$ cat config.mk
export PLATFORM = sky130hd
export DESIGN_NAME = ctpm_top
export DESIGN_NICKNAME = d
export VERILOG_FILES = /design/src/ctpm_pkg.sv /design/src/ctpm_div_if.sv /design/src/ctpm_div.sv /design/src/ctpm_top.sv
export SDC_FILE = /design/constraint.sdc
export NUM_CORES = 2
export LEC_CHECK = 0
export BUFFER_PORTS_ARGS = -buffer_cell sky130_fd_sc_hd__buf_2
export CAP_MARGIN = 40
export CORE_AREA = 3 3 394 396
export DETAILED_ROUTE_END_ITERATION = 16
export DIE_AREA = 0 0 397 399
export PLACE_DENSITY = 0.64
export SYNTH_ARGS = -nofsm -noshare
export SYNTH_HDL_FRONTEND = slang
export SYNTH_SLANG_ARGS = --single-unit
$ cat constraint.sdc
create_clock -name aclk -period 3.7 [get_ports aclk]
set_input_delay 0.185 -clock aclk [delete_from_list [all_inputs] [get_ports aclk]]
set_output_delay 0.185 -clock aclk [all_outputs]
set_load 0.005 [all_outputs]
$ cat src/ctpm_pkg.sv
package ctpm_pkg;
	localparam int NSRC = 7;
	localparam int NDIG = 8;
	localparam int NANA = 4;
	localparam int DIV_W = 16;
	localparam int NWAKE = 6;

	// Clock source indexes on the source vector
	localparam logic [2:0] SRC_MAIN_OSC = 3'h0;
	localparam logic [2:0] SRC_XTAL_MHZ = 3'h1;
	localparam logic [2:0] SRC_ROUTED = 3'h2;
	localparam logic [2:0] SRC_PLL = 3'h3;
	localparam logic [2:0] SRC_DOUBLER = 3'h4;
	localparam logic [2:0] SRC_LOW_SPEED = 3'h5;
	localparam logic [2:0] SRC_WATCH_XTAL = 3'h6;
	localparam logic [2:0] SRC_CHAIN = 3'h7;

	// Register byte offsets
	localparam logic [11:0] OFS_MODE = 12'h000;
	localparam logic [11:0] OFS_STATUS = 12'h004;
	localparam logic [11:0] OFS_ACT_TMPL = 12'h008;
	localparam logic [11:0] OFS_ALT_TMPL = 12'h00C;
	localparam logic [11:0] OFS_USB_LF = 12'h010;
	localparam logic [11:0] OFS_BUS_DIV = 12'h014;
	localparam logic [6:0] OFS_DIG_PAGE = 7'h02;
	localparam logic [7:0] OFS_ANA_PAGE = 8'h06;

	// Divider configuration word fields
	localparam int DIV_SEL_LSB = 16;
	localparam int DIV_CHAIN_BIT = 19;
	localparam int DIV_EN_BIT = 20;
	localparam int DIV_SKEW_LSB = 21;
	localparam logic [15:0] DIV_RATIO_MIN = 16'h0002;
	localparam logic [15:0] BUS_DIV_RESET = 16'h0002;

	// USB and low-frequency crystal control fields
	localparam int USB_SRC_LSB = 0;
	localparam int USB_EN_BIT = 2;
	localparam int LF_LOWPWR_BIT = 3;
	localparam logic [1:0] DBL_MAIN_OSC = 2'h0;
	localparam logic [1:0] DBL_ROUTED = 2'h1;
	localparam logic [1:0] DBL_XTAL = 2'h2;

	localparam int TMPL_CPU_BIT = 0;
	localparam logic [15:0] TMPL_RESET = 16'hFFFF;

	// Wakeup source bit positions
	localparam int WK_CMP = 0;
	localparam int WK_PIN = 1;
	localparam int WK_I2C = 2;
	localparam int WK_RTC = 3;
	localparam int WK_TIMER = 4;
	localparam int WK_LVD = 5;

	localparam real LFXO_FREQ_HZ = 32768.0;
	localparam logic [14:0] LFXO_CNT_MAX = 15'(int'(LFXO_FREQ_HZ) - 1);

	localparam logic [1:0] RESP_OKAY = 2'h0;
	localparam logic [1:0] RESP_SLVERR = 2'h2;

	typedef enum logic [1:0] {MODE_ACTIVE, MODE_ALT_ACTIVE, MODE_SLEEP, MODE_HIBERNATE} ctpm_mode_e;
endpackage

$ cat src/ctpm_div_if.sv
`timescale 1ns/1ps
interface ctpm_div_if;
	logic [7:0] src;
	logic [2:0] sel;
	logic [15:0] ratio;
	logic [1:0] skew;
	logic en;
	logic out;
	modport ctl (output src, sel, ratio, skew, en, input out);
	modport div (input src, sel, ratio, skew, en, output out);
endinterface

$ cat src/ctpm_div.sv
`timescale 1ns/1ps
module ctpm_div #(
	parameter int W = 16
) (
	input wire logic aclk, // System clock
	input wire logic aresetn, // Synchronous reset, active low
	ctpm_div_if.div p // Configuration and divided output
);
	import ctpm_pkg::*;

	generate
		if (W < 2 || W > 16) begin : g_bad_w
			$error("ctpm_div: W must be 2..16");
		end
	endgenerate

	typedef struct packed {
		logic prev;
		logic [W-1:0] cnt;
		logic [W-1:0] ratio;
		logic [2:0] sel;
		logic [1:0] skew;
		logic en;
		logic raw;
		logic [3:0] dly;
		logic out;
	} ctpm_div_s;

	ctpm_div_s s;
	ctpm_div_s next_s;
	logic lvl;

	always_comb begin
		next_s = s;
		lvl = p.src[s.sel];
		if (!s.en || (lvl && !s.prev && s.cnt >= s.ratio - W'(1))) begin
			// Settings land only while disabled or at the end of a full period; no runt pulses
			next_s.cnt = '0;
			next_s.sel = p.sel;
			next_s.ratio = (p.ratio < DIV_RATIO_MIN) ? W'(DIV_RATIO_MIN) : p.ratio[W-1:0];
			next_s.skew = p.skew;
			next_s.en = p.en;
		end else if (lvl && !s.prev) begin
			next_s.cnt = s.cnt + W'(1);
		end
		next_s.prev = p.src[next_s.sel];
		// High for the first half of the period, about even duty
		next_s.raw = s.en && (s.cnt < (s.ratio >> 1));
		next_s.dly = {s.dly[2:0], s.raw};
		next_s.out = s.dly[s.skew];
	end

	always_ff @(posedge aclk) begin
		if (!aresetn) begin
			s <= '{sel: SRC_MAIN_OSC, ratio: W'(DIV_RATIO_MIN), default: '0};
		end else begin
			s <= next_s;
		end
	end

	assign p.out = s.out;

	chk_ratio_floor: assert property (@(posedge aclk) disable iff (!aresetn) s.ratio >= W'(DIV_RATIO_MIN))
		else $error("divider ratio below two");
	chk_cfg_boundary: assert property (@(posedge aclk) disable iff (!aresetn)
		($past(s.en) && ($changed(s.ratio) || $changed(s.sel))) |-> s.cnt == '0)
		else $error("divider reconfigured mid period");
	chk_cnt_range: assert property (@(posedge aclk) disable iff (!aresetn) s.cnt < s.ratio)
		else $error("divider count out of range");
endmodule

$ cat src/ctpm_top.sv
// The AXI4-Lite register port and the placing of the registers were chosen for this implementation.
`timescale 1ns/1ps
// Behaviour
// - System clock follows the fastest available of seven sources.
// - Bus clock is a 16-bit division of system clock; processor clock equals it.
// - Eight programmable 16-bit digital dividers take any source.
// - Four 16-bit analog dividers with adjustable output skew.
// - Each divider has an eight-way source multiplexer.
// - Ratios of two or more only, about even duty.
// - Divider outputs resynchronised to system clock and deglitched.
// - A divider output can feed another divider, cascading to 32 bits.
// - Eight extra routed clocks feed the digital dividers directly.
// - USB tick at 48 MHz doubles a selectable 24 MHz source.
// - USB domain is asynchronous; its status crosses into this clock.
// - Watch crystal drives a one-second tick.
// - Watch crystal has two selectable power settings.
// - Four modes: active, alternate active, sleep, hibernate.
// - Active mode enables subsystems from its own template register.
// - Active on wakeup, reset or request; others only by request.
// - Alternate active uses a second template; any interrupt wakes it.
// - Sleep disables most resources; only low-speed clocks keep running.
// - Sleep wakes on comparator, pin, I2C, timekeeping, wake timer, low voltage.
// - Hibernate stops all clocks, keeps state, wakes only on pin unit.
// - Wakeup returns to active and re-enables the processor.
module ctpm_top (
	input wire logic aclk, // System clock, 40 MHz
	input wire logic aresetn, // Synchronous reset, active low
	input wire logic [11:0] s_axi_awaddr, // Write address
	input wire logic s_axi_awvalid, // Write address valid
	output logic s_axi_awready, // Write address ready
	input wire logic [31:0] s_axi_wdata, // Write data
	input wire logic [3:0] s_axi_wstrb, // Write strobes
	input wire logic s_axi_wvalid, // Write data valid
	output logic s_axi_wready, // Write data ready
	output logic [1:0] s_axi_bresp, // Write response
	output logic s_axi_bvalid, // Write response valid
	input wire logic s_axi_bready, // Write response ready
	input wire logic [11:0] s_axi_araddr, // Read address
	input wire logic s_axi_arvalid, // Read address valid
	output logic s_axi_arready, // Read address ready
	output logic [31:0] s_axi_rdata, // Read data
	output logic [1:0] s_axi_rresp, // Read response
	output logic s_axi_rvalid, // Read data valid
	input wire logic s_axi_rready, // Read data ready
	input wire logic [ctpm_pkg::NSRC-1:0] clk_src, // Source clock levels
	input wire logic [ctpm_pkg::NSRC-1:0] src_ok, // Source running and stable
	input wire logic [ctpm_pkg::NDIG-1:0] routed_clk, // Extra routed clocks
	input wire logic lfxo_clk, // Watch crystal level
	input wire logic usb_busy, // Status from the USB clock domain
	input wire logic any_irq, // Any enabled interrupt
	input wire logic [ctpm_pkg::NWAKE-1:0] wake_src, // Low-power wake events
	output logic [ctpm_pkg::NDIG-1:0] dig_clk, // Digital divider outputs
	output logic [ctpm_pkg::NANA-1:0] ana_clk, // Analog divider outputs
	output logic bus_clk, // Bus clock
	output logic cpu_clk, // Processor clock
	output logic [2:0] sys_src_sel, // Source used as system clock
	output logic usb_tick, // 48 MHz edge pulse for USB
	output logic one_sec_tick, // One-second pulse
	output logic lfxo_low_power, // Watch crystal low-power setting
	output logic [1:0] power_mode, // Current global mode
	output logic [15:0] subsys_en, // Subsystem enables
	output logic cpu_en, // Processor enable
	output logic hf_clk_run, // Fast clocks allowed
	output logic lf_clk_run // Low-speed clocks allowed
);
	import ctpm_pkg::*;

	typedef struct packed {
		logic aw_full;
		logic w_full;
		logic [11:0] awaddr;
		logic [31:0] wdata;
		logic [3:0] wstrb;
		logic awready;
		logic wready;
		logic bvalid;
		logic [1:0] bresp;
		logic arready;
		logic rvalid;
		logic [31:0] rdata;
		logic [1:0] rresp;
		ctpm_mode_e mode;
		logic cpu_force;
		logic [15:0] act_tmpl;
		logic [15:0] alt_tmpl;
		logic [3:0] usb_lf;
		logic [15:0] bus_ratio;
		logic [NDIG-1:0][31:0] dig_cfg;
		logic [NANA-1:0][31:0] ana_cfg;
		logic [2:0] sys_sel;
		logic dbl_prev;
		logic usb_tick;
		logic lf_prev;
		logic [14:0] sec_cnt;
		logic sec_tick;
		logic usb_meta;
		logic usb_sync;
		logic [15:0] subsys_en;
		logic cpu_en;
		logic hf_run;
		logic lf_run;
	} ctpm_top_s;

	ctpm_top_s s;
	ctpm_top_s next_s;
	logic dbl_lvl;
	logic wake;
	logic [NDIG-1:0] dig_out;
	logic [NANA-1:0] ana_out;
	logic bus_out;

	ctpm_div_if dig_if [NDIG] ();
	ctpm_div_if ana_if [NANA] ();
	ctpm_div_if bus_if ();

	// Fixed speed rank, fastest first
	function automatic logic [2:0] pick_fastest(input logic [NSRC-1:0] ok);
		logic [2:0] r;
		r = SRC_WATCH_XTAL;
		if (ok[SRC_LOW_SPEED]) r = SRC_LOW_SPEED;
		if (ok[SRC_XTAL_MHZ]) r = SRC_XTAL_MHZ;
		if (ok[SRC_ROUTED]) r = SRC_ROUTED;
		if (ok[SRC_DOUBLER]) r = SRC_DOUBLER;
		if (ok[SRC_MAIN_OSC]) r = SRC_MAIN_OSC;
		if (ok[SRC_PLL]) r = SRC_PLL;
		return r;
	endfunction

	function automatic logic is_dig(input logic [11:0] a);
		return a[11:5] == OFS_DIG_PAGE;
	endfunction

	function automatic logic is_ana(input logic [11:0] a);
		return a[11:4] == OFS_ANA_PAGE;
	endfunction

	function automatic logic mapped(input logic [11:0] a);
		return is_dig(a) || is_ana(a) || a == OFS_MODE || a == OFS_STATUS
			|| a == OFS_ACT_TMPL || a == OFS_ALT_TMPL || a == OFS_USB_LF || a == OFS_BUS_DIV;
	endfunction

	function automatic logic [31:0] merge(input logic [31:0] old, input logic [31:0] d,
		input logic [3:0] st);
		logic [31:0] r;
		r = old;
		for (int b = 0; b < 4; b++) begin
			if (st[b]) r[b*8 +: 8] = d[b*8 +: 8];
		end
		return r;
	endfunction

	function automatic logic [31:0] rd_word(input logic [11:0] a);
		logic [31:0] r;
		r = '0;
		if (is_dig(a)) r = s.dig_cfg[a[4:2]];
		else if (is_ana(a)) r = s.ana_cfg[a[3:2]];
		else begin
			case (a)
				OFS_MODE: r = {30'h0, s.mode};
				OFS_STATUS: r = {25'h0, s.usb_sync, s.cpu_en, s.sys_sel, s.mode};
				OFS_ACT_TMPL: r = {16'h0, s.act_tmpl};
				OFS_ALT_TMPL: r = {16'h0, s.alt_tmpl};
				OFS_USB_LF: r = {28'h0, s.usb_lf};
				OFS_BUS_DIV: r = {16'h0, s.bus_ratio};
				default: r = '0;
			endcase
		end
		return r;
	endfunction

	always_comb begin
		next_s = s;
		wake = 1'b0;

		// Register bus: address and data taken in either order
		if (s_axi_awvalid && s.awready) begin
			next_s.aw_full = 1'b1;
			next_s.awaddr = s_axi_awaddr;
		end
		if (s_axi_wvalid && s.wready) begin
			next_s.w_full = 1'b1;
			next_s.wdata = s_axi_wdata;
			next_s.wstrb = s_axi_wstrb;
		end
		if (s.bvalid && s_axi_bready) next_s.bvalid = 1'b0;
		if (s.aw_full && s.w_full && !s.bvalid) begin
			next_s.aw_full = 1'b0;
			next_s.w_full = 1'b0;
			next_s.bvalid = 1'b1;
			next_s.bresp = mapped(s.awaddr) ? RESP_OKAY : RESP_SLVERR;
			if (is_dig(s.awaddr)) begin
				next_s.dig_cfg[s.awaddr[4:2]] = merge(s.dig_cfg[s.awaddr[4:2]], s.wdata, s.wstrb);
			end else if (is_ana(s.awaddr)) begin
				next_s.ana_cfg[s.awaddr[3:2]] = merge(s.ana_cfg[s.awaddr[3:2]], s.wdata, s.wstrb);
			end else begin
				case (s.awaddr)
					OFS_MODE: begin
						if (s.wstrb[0]) next_s.mode = ctpm_mode_e'(s.wdata[1:0]);
					end
					OFS_ACT_TMPL: begin
						next_s.act_tmpl = 16'(merge({16'h0, s.act_tmpl}, s.wdata, s.wstrb));
						// Firmware takes back control of the processor bit
						next_s.cpu_force = 1'b0;
					end
					OFS_ALT_TMPL: next_s.alt_tmpl = 16'(merge({16'h0, s.alt_tmpl}, s.wdata, s.wstrb));
					OFS_USB_LF: next_s.usb_lf = 4'(merge({28'h0, s.usb_lf}, s.wdata, s.wstrb));
					OFS_BUS_DIV: next_s.bus_ratio = 16'(merge({16'h0, s.bus_ratio}, s.wdata, s.wstrb));
					default: next_s.bresp = RESP_SLVERR;
				endcase
			end
		end
		next_s.awready = !next_s.aw_full;
		next_s.wready = !next_s.w_full;

		if (s_axi_arvalid && s.arready) begin
			next_s.rvalid = 1'b1;
			next_s.arready = 1'b0;
			next_s.rdata = rd_word(s_axi_araddr);
			next_s.rresp = mapped(s_axi_araddr) ? RESP_OKAY : RESP_SLVERR;
		end else if (s.rvalid && s_axi_rready) begin
			next_s.rvalid = 1'b0;
			next_s.arready = 1'b1;
		end

		// Global power mode; a wake event wins over a same-cycle request
		case (s.mode)
			MODE_ACTIVE: wake = any_irq;
			MODE_ALT_ACTIVE: wake = any_irq;
			MODE_SLEEP: wake = |wake_src;
			MODE_HIBERNATE: wake = wake_src[WK_PIN];
			default: wake = 1'b1;
		endcase
		if (wake) begin
			next_s.mode = MODE_ACTIVE;
			next_s.cpu_force = 1'b1;
		end
		case (next_s.mode)
			MODE_ACTIVE: begin
				next_s.subsys_en = next_s.act_tmpl;
				next_s.hf_run = 1'b1;
				next_s.lf_run = 1'b1;
			end
			MODE_ALT_ACTIVE: begin
				next_s.subsys_en = next_s.alt_tmpl;
				next_s.hf_run = 1'b1;
				next_s.lf_run = 1'b1;
			end
			MODE_SLEEP: begin
				next_s.subsys_en = '0;
				next_s.hf_run = 1'b0;
				next_s.lf_run = 1'b1;
			end
			default: begin
				// Hibernate: state is held, every clock stops
				next_s.subsys_en = '0;
				next_s.hf_run = 1'b0;
				next_s.lf_run = 1'b0;
			end
		endcase
		next_s.cpu_en = next_s.hf_run && (next_s.subsys_en[TMPL_CPU_BIT] || next_s.cpu_force);

		next_s.sys_sel = pick_fastest(src_ok);

		// Doubler: one tick per edge of the 24 MHz source gives 48 MHz
		case (s.usb_lf[USB_SRC_LSB +: 2])
			DBL_ROUTED: dbl_lvl = clk_src[SRC_ROUTED];
			DBL_XTAL: dbl_lvl = clk_src[SRC_XTAL_MHZ];
			default: dbl_lvl = clk_src[SRC_MAIN_OSC];
		endcase
		next_s.dbl_prev = dbl_lvl;
		next_s.usb_tick = s.usb_lf[USB_EN_BIT] && s.hf_run && (dbl_lvl != s.dbl_prev);

		next_s.usb_meta = usb_busy;
		next_s.usb_sync = s.usb_meta;

		// Second tick counts watch crystal rising edges
		next_s.lf_prev = lfxo_clk;
		next_s.sec_tick = 1'b0;
		if (s.lf_run && lfxo_clk && !s.lf_prev) begin
			if (s.sec_cnt == LFXO_CNT_MAX) begin
				next_s.sec_cnt = '0;
				next_s.sec_tick = 1'b1;
			end else begin
				next_s.sec_cnt = s.sec_cnt + 15'h0001;
			end
		end
	end

	always_ff @(posedge aclk) begin
		if (!aresetn) begin
			s <= '{mode: MODE_ACTIVE, act_tmpl: TMPL_RESET, alt_tmpl: TMPL_RESET,
				bus_ratio: BUS_DIV_RESET, awready: 1'b1, wready: 1'b1, arready: 1'b1,
				subsys_en: TMPL_RESET, cpu_en: 1'b1, hf_run: 1'b1, lf_run: 1'b1,
				sys_sel: SRC_MAIN_OSC, default: '0};
		end else begin
			s <= next_s;
		end
	end

	// Digital dividers; input 7 is the routed clock or the previous divider
	for (genvar i = 0; i < NDIG; i++) begin : g_dig
		assign dig_if[i].src = {s.dig_cfg[i][DIV_CHAIN_BIT] ? dig_out[(i + NDIG - 1) % NDIG]
			: routed_clk[i], clk_src};
		assign dig_if[i].sel = s.dig_cfg[i][DIV_SEL_LSB +: 3];
		assign dig_if[i].ratio = s.dig_cfg[i][DIV_W-1:0];
		assign dig_if[i].skew = 2'h0;
		assign dig_if[i].en = s.dig_cfg[i][DIV_EN_BIT] && s.hf_run;
		assign dig_out[i] = dig_if[i].out;
		ctpm_div #(.W(DIV_W)) u_div (.aclk(aclk), .aresetn(aresetn), .p(dig_if[i]));
	end

	// Analog dividers; skew keeps their edges off the digital ones
	for (genvar i = 0; i < NANA; i++) begin : g_ana
		assign ana_if[i].src = {dig_out[i], clk_src};
		assign ana_if[i].sel = s.ana_cfg[i][DIV_SEL_LSB +: 3];
		assign ana_if[i].ratio = s.ana_cfg[i][DIV_W-1:0];
		assign ana_if[i].skew = s.ana_cfg[i][DIV_SKEW_LSB +: 2];
		assign ana_if[i].en = s.ana_cfg[i][DIV_EN_BIT] && s.hf_run;
		assign ana_out[i] = ana_if[i].out;
		ctpm_div #(.W(DIV_W)) u_div (.aclk(aclk), .aresetn(aresetn), .p(ana_if[i]));
	end

	assign bus_if.src = {8{clk_src[s.sys_sel]}};
	assign bus_if.sel = SRC_MAIN_OSC;
	assign bus_if.ratio = s.bus_ratio;
	assign bus_if.skew = 2'h0;
	assign bus_if.en = s.hf_run;
	assign bus_out = bus_if.out;
	ctpm_div #(.W(DIV_W)) u_bus_div (.aclk(aclk), .aresetn(aresetn), .p(bus_if));

	assign s_axi_awready = s.awready;
	assign s_axi_wready = s.wready;
	assign s_axi_bresp = s.bresp;
	assign s_axi_bvalid = s.bvalid;
	assign s_axi_arready = s.arready;
	assign s_axi_rdata = s.rdata;
	assign s_axi_rresp = s.rresp;
	assign s_axi_rvalid = s.rvalid;
	assign dig_clk = dig_out;
	assign ana_clk = ana_out;
	assign bus_clk = bus_out;
	assign cpu_clk = bus_out;
	assign sys_src_sel = s.sys_sel;
	assign usb_tick = s.usb_tick;
	assign one_sec_tick = s.sec_tick;
	assign lfxo_low_power = s.usb_lf[LF_LOWPWR_BIT];
	assign power_mode = s.mode;
	assign subsys_en = s.subsys_en;
	assign cpu_en = s.cpu_en;
	assign hf_clk_run = s.hf_run;
	assign lf_clk_run = s.lf_run;

	chk_fastest_src: assert property (@(posedge aclk) disable iff (!aresetn)
		src_ok[SRC_PLL] |=> sys_src_sel == SRC_PLL)
		else $error("system clock not on fastest source");
	chk_sleep_clocks: assert property (@(posedge aclk) disable iff (!aresetn)
		s.mode == MODE_SLEEP |-> !hf_clk_run && lf_clk_run && subsys_en == '0)
		else $error("sleep left fast clocks running");
	chk_hib_clocks: assert property (@(posedge aclk) disable iff (!aresetn)
		s.mode == MODE_HIBERNATE |-> !hf_clk_run && !lf_clk_run)
		else $error("hibernate left clocks running");
	chk_hib_pin_only: assert property (@(posedge aclk) disable iff (!aresetn)
		(s.mode == MODE_HIBERNATE && !wake_src[WK_PIN] && !s.aw_full) |=> s.mode == MODE_HIBERNATE)
		else $error("hibernate left without pin event");
	chk_wake_active: assert property (@(posedge aclk) disable iff (!aresetn)
		(s.mode == MODE_SLEEP && |wake_src) |=> s.mode == MODE_ACTIVE && cpu_en)
		else $error("wake did not restore active with processor");
	chk_sec_period: assert property (@(posedge aclk) disable iff (!aresetn)
		one_sec_tick |-> $past(s.sec_cnt) == LFXO_CNT_MAX && s.sec_cnt == '0)
		else $error("second tick at wrong count");
	chk_reset_active: assert property (@(posedge aclk) disable iff (!aresetn)
		$rose(aresetn) |-> power_mode == MODE_ACTIVE && cpu_en && s.bus_ratio == BUS_DIV_RESET)
		else $error("reset did not restore active mode");
	chk_alt_tmpl: assert property (@(posedge aclk) disable iff (!aresetn)
		s.mode == MODE_ALT_ACTIVE |-> subsys_en == s.alt_tmpl)
		else $error("alternate template not applied");

	cov_sleep_wake: cover property (@(posedge aclk) disable iff (!aresetn)
		s.mode == MODE_SLEEP ##1 s.mode == MODE_ACTIVE);
	cov_hib_wake: cover property (@(posedge aclk) disable iff (!aresetn)
		s.mode == MODE_HIBERNATE ##1 s.mode == MODE_ACTIVE);
	cov_sec_tick: cover property (@(posedge aclk) disable iff (!aresetn) one_sec_tick);
endmodule
==> metrics.txt <==
status=complete, but fails checks; violations in the final reports=negative setup slack; Layout area overhead=18.9%; FF-to-FF Start=g_ana[0].u_div.s[12]; crit-path max FO=3; predominant post-synthesis flop cell=dfxtp_1; vias in the first global route=about 50000; Crit Path Category=reg2reg; Clock Pin Slew Worst Setup and Hold Paths=~60 ps; RSZ-0062 raised after global routing=true; RD Place Congestion=slightly above 0.9; crit path DAT=roughly 4500 ps; share of the synthesized area in the top cell type=0.366; DR vias/cell=5.58; measured slew at the worst slew-check pin=roughly 1000 ps; Pins Over Slew Limit=0; synth warn=0; leading area contributor after synthesis=dfxtp_1; Mapped Cells=approximately 6900; # clock sinks=roughly 1100; endpoint class of the critical path=flip-flop; Worst VDD drop=roughly 0.4 mV; RR Endpoint=g_ana[0].u_div.s[44]; HP Start=wake_src[1]; Seq/Total Area, Yosys=0.366; # IOs=180; Max clock buf depth=3; IO Port Bufs=about 180; largest net degree at the start of global routing=117; Power Density=362 nW/µm²; Starting Density=0.399; normalized max-slew margin=0.303; Die ar.=158000 µm²; DR vias=52190; CTS buffer count=about 120; asr flop ratio synth=0; syn_area_per_cell=just under 9 µm²; post-synthesis cell type count=79; Commonest cells post-synth=1363 x nor2_1, 1108 x dfxtp_1, 595 x a21oi_1; Core Region=between 150000 and 200000 µm²; hold endpoint=power_mode[0]; Post-Layout Inst Area=about 70000 µm²; Hold Path Depth=7; DRT Pass-1 Iters=5; Avg WL per Cell=20.8 µm; most frequent cell after synthesis=nor2_1; Worst Hold Class=in2reg; fin cells=approximately 9400; Power Total=between 20000 and 30000 µW; Final nets=7738; f_max=258 MHz; antenna violations before repair=18; post-synthesis instance area=60600 µm²; max-cap viol count=0; hold violation count in the final report=0; Setup WS pre-CTS=-246 ps; Leakage=around 0.027 µW; Final Critical Period=about 3900 ps; GR Overflow Total=0; Worst Path Required=4350 ps; Starting DRT DRC Count=approximately 4700; Worst R2R Setup Slack=-180 ps; Die Width=roughly 400 µm; die height=399 µm; final worst setup slack=-177 ps; H-tree Lvls=3; Post-route DRC=0; Synth area leaders=dfxtp_1 37%, ha_1 8.7%, nor2_1 8.4%; final setup fails=5; Worst Skew=slightly below 100 ps; layout cells sized above 1=0.165; CTS root buffer=clkbuf_16; TritonCTS clock tree=done; Clk Latency, worst-skew pair=about 800 ps; Post-Place Cell Area=about 65000 µm²; crit path launch type=flip-flop; # placed instances=between 8000 and 9000; first-pass GRT wire length=a little under 300000 µm; drt total wl=just under 200000 µm; Worst R2R Path Depth=19; ANT nets after route=0; Post-DP HPWL=141000 µm; hold_ws=between 50 and 60 ps; Yosys reg bits=between 1000 and 1500; FP Rows=143; Post-synth EDFFs=0; total track usage=0.238; Tcrit/Tclk final=1.05
==> routing by layer <==
metal,wire (µm),part of all wire,vias to the layer above,global-route usage
met5,41,0.00021,-,0
met4,7740,0.040,6,0.0931
met3,18200,0.094,383,0.0543
met2,85300,0.44,1910,0.370
met1,83200,0.43,25128,0.320
li1,-,-,24763,-
==> layout make-up <==
| class | instances | area, µm² |
|---|---|---|
| clock buffers | 175 | 3430 |
| multi-input cells | 5073 | 36900 |
| well taps | 2030 | 2540 |
| flip-flops and latches | 1108 | 22200 |
| clock inverters | 51 | 704 |
| diodes | 5 | 12.5 |
| fillers | 14101 | 79900 |
| inverters | 279 | 1060 |
| repair buffers | 638 | 5160 |
==> where the power goes <==
part           internal [µW]  leakage (µW)  switching [µW]
Sequential             12000       0.00895             153
Clock                   7240       0.00199            5340
Combinational            506        0.0160             823
==> worst max-delay path by stage <==
stage,start,end,cells after the start
floorplan,g_dig[4].u_div.s[14],g_dig[4].u_div.s[44],15
global placement,g_dig[1].u_div.s[14],g_dig[1].u_div.s[44],18
detailed placement,g_ana[0].u_div.s[13],g_ana[0].u_div.s[44],17
CTS,g_dig[0].u_div.s[15],g_dig[0].u_div.s[44],18
global route,g_ana[0].u_div.s[12],g_ana[0].u_div.s[44],17
finish,g_ana[0].u_div.s[12],g_ana[0].u_div.s[44],19
==> cell usage in the layout, fill, tap and decap left out, types with 34 or more instances in the layout <==
master | netlist | final
nor2_1 | 1363 | 1346
dfxtp_1 | 1108 | 1086
a21oi_1 | 595 | 584
nand2_1 | 462 | 431
ha_1 | 419 | 412
mux2i_1 | 383 | 362
buf_4 | 71 | 294
inv_1 | 278 | 266
xnor2_1 | 239 | 235
mux4_2 | 218 | 218
buf_2 | 50 | 176
nand3_1 | 180 | 164
xor2_1 | 131 | 131
clkbuf_16 | 0 | 122
dlygate4sd3_1 | 0 | 114
o21ai_0 | 118 | 112
a21o_1 | 76 | 76
nand4_1 | 73 | 73
a211oi_1 | 69 | 67
nor4_1 | 91 | 63
nor3_1 | 77 | 56
and3_1 | 55 | 54
and2_1 | 54 | 53
nand2b_1 | 46 | 46
o21ai_1 | 32 | 38
clkbuf_1 | 253 | 34
==> stage by stage <==
stage | util | setup TNS, ps
5_1_grt | 0.474 | -4020
3_3_place_gp | 0.427 | -839
4_1_cts | 0.467 | -434
3_5_place_dp | 0.428 | -3820
6_report | 0.474 | -511
2_1_floorplan | - | -83.7
==> cells by family after synthesis <==
| group | after synthesis | synth area share |
|---|---|---|
| and+or+nand+nor | 2541 | 0.184 |
| DFF | 1108 | 0.366 |
| AOI/OAI and AO/OA | 1104 | 0.110 |
| buffers and inverters | 684 | 0.0481 |
| muxes | 637 | 0.151 |
| adders and majority gates | 419 | 0.0865 |
| xor gates and xnor gates | 370 | 0.0535 |
| other | 1 | 0.0000619 |
==> what timing repair did <==
| item | CTS | global route |
|---|---|---|
| pin swaps | 65 | 105 |
| setup buffers | 22 | 39 |
| gates cloned | 0 | 2 |
| endpoints found under the setup margin | 114 | 285 |
| hold buffers | 113 | 1 |
| endpoints found under the hold margin | 120 | 1 |
| gates resized for setup | 103 | 166 |
==> worst max-delay path: stages, from the launching register on <==
cell and delay [ps]:
dfxtp_2 340, nor3_4 220, nand2_2 100, nor4_4 290, nand3_2 160, buf_4 170, buf_4 130, nor2_1 110
xnor2_1 140, ha_1 270, a21oi_1 140, o21ai_0 140, nand2b_1 150, o311ai_4 120, a21boi_4 280, mux2i_2 280
buf_4 140, mux2_1 300, o31ai_1 200, a311oi_1 80
No activity file was read; power rests on OpenSTA's default activity.
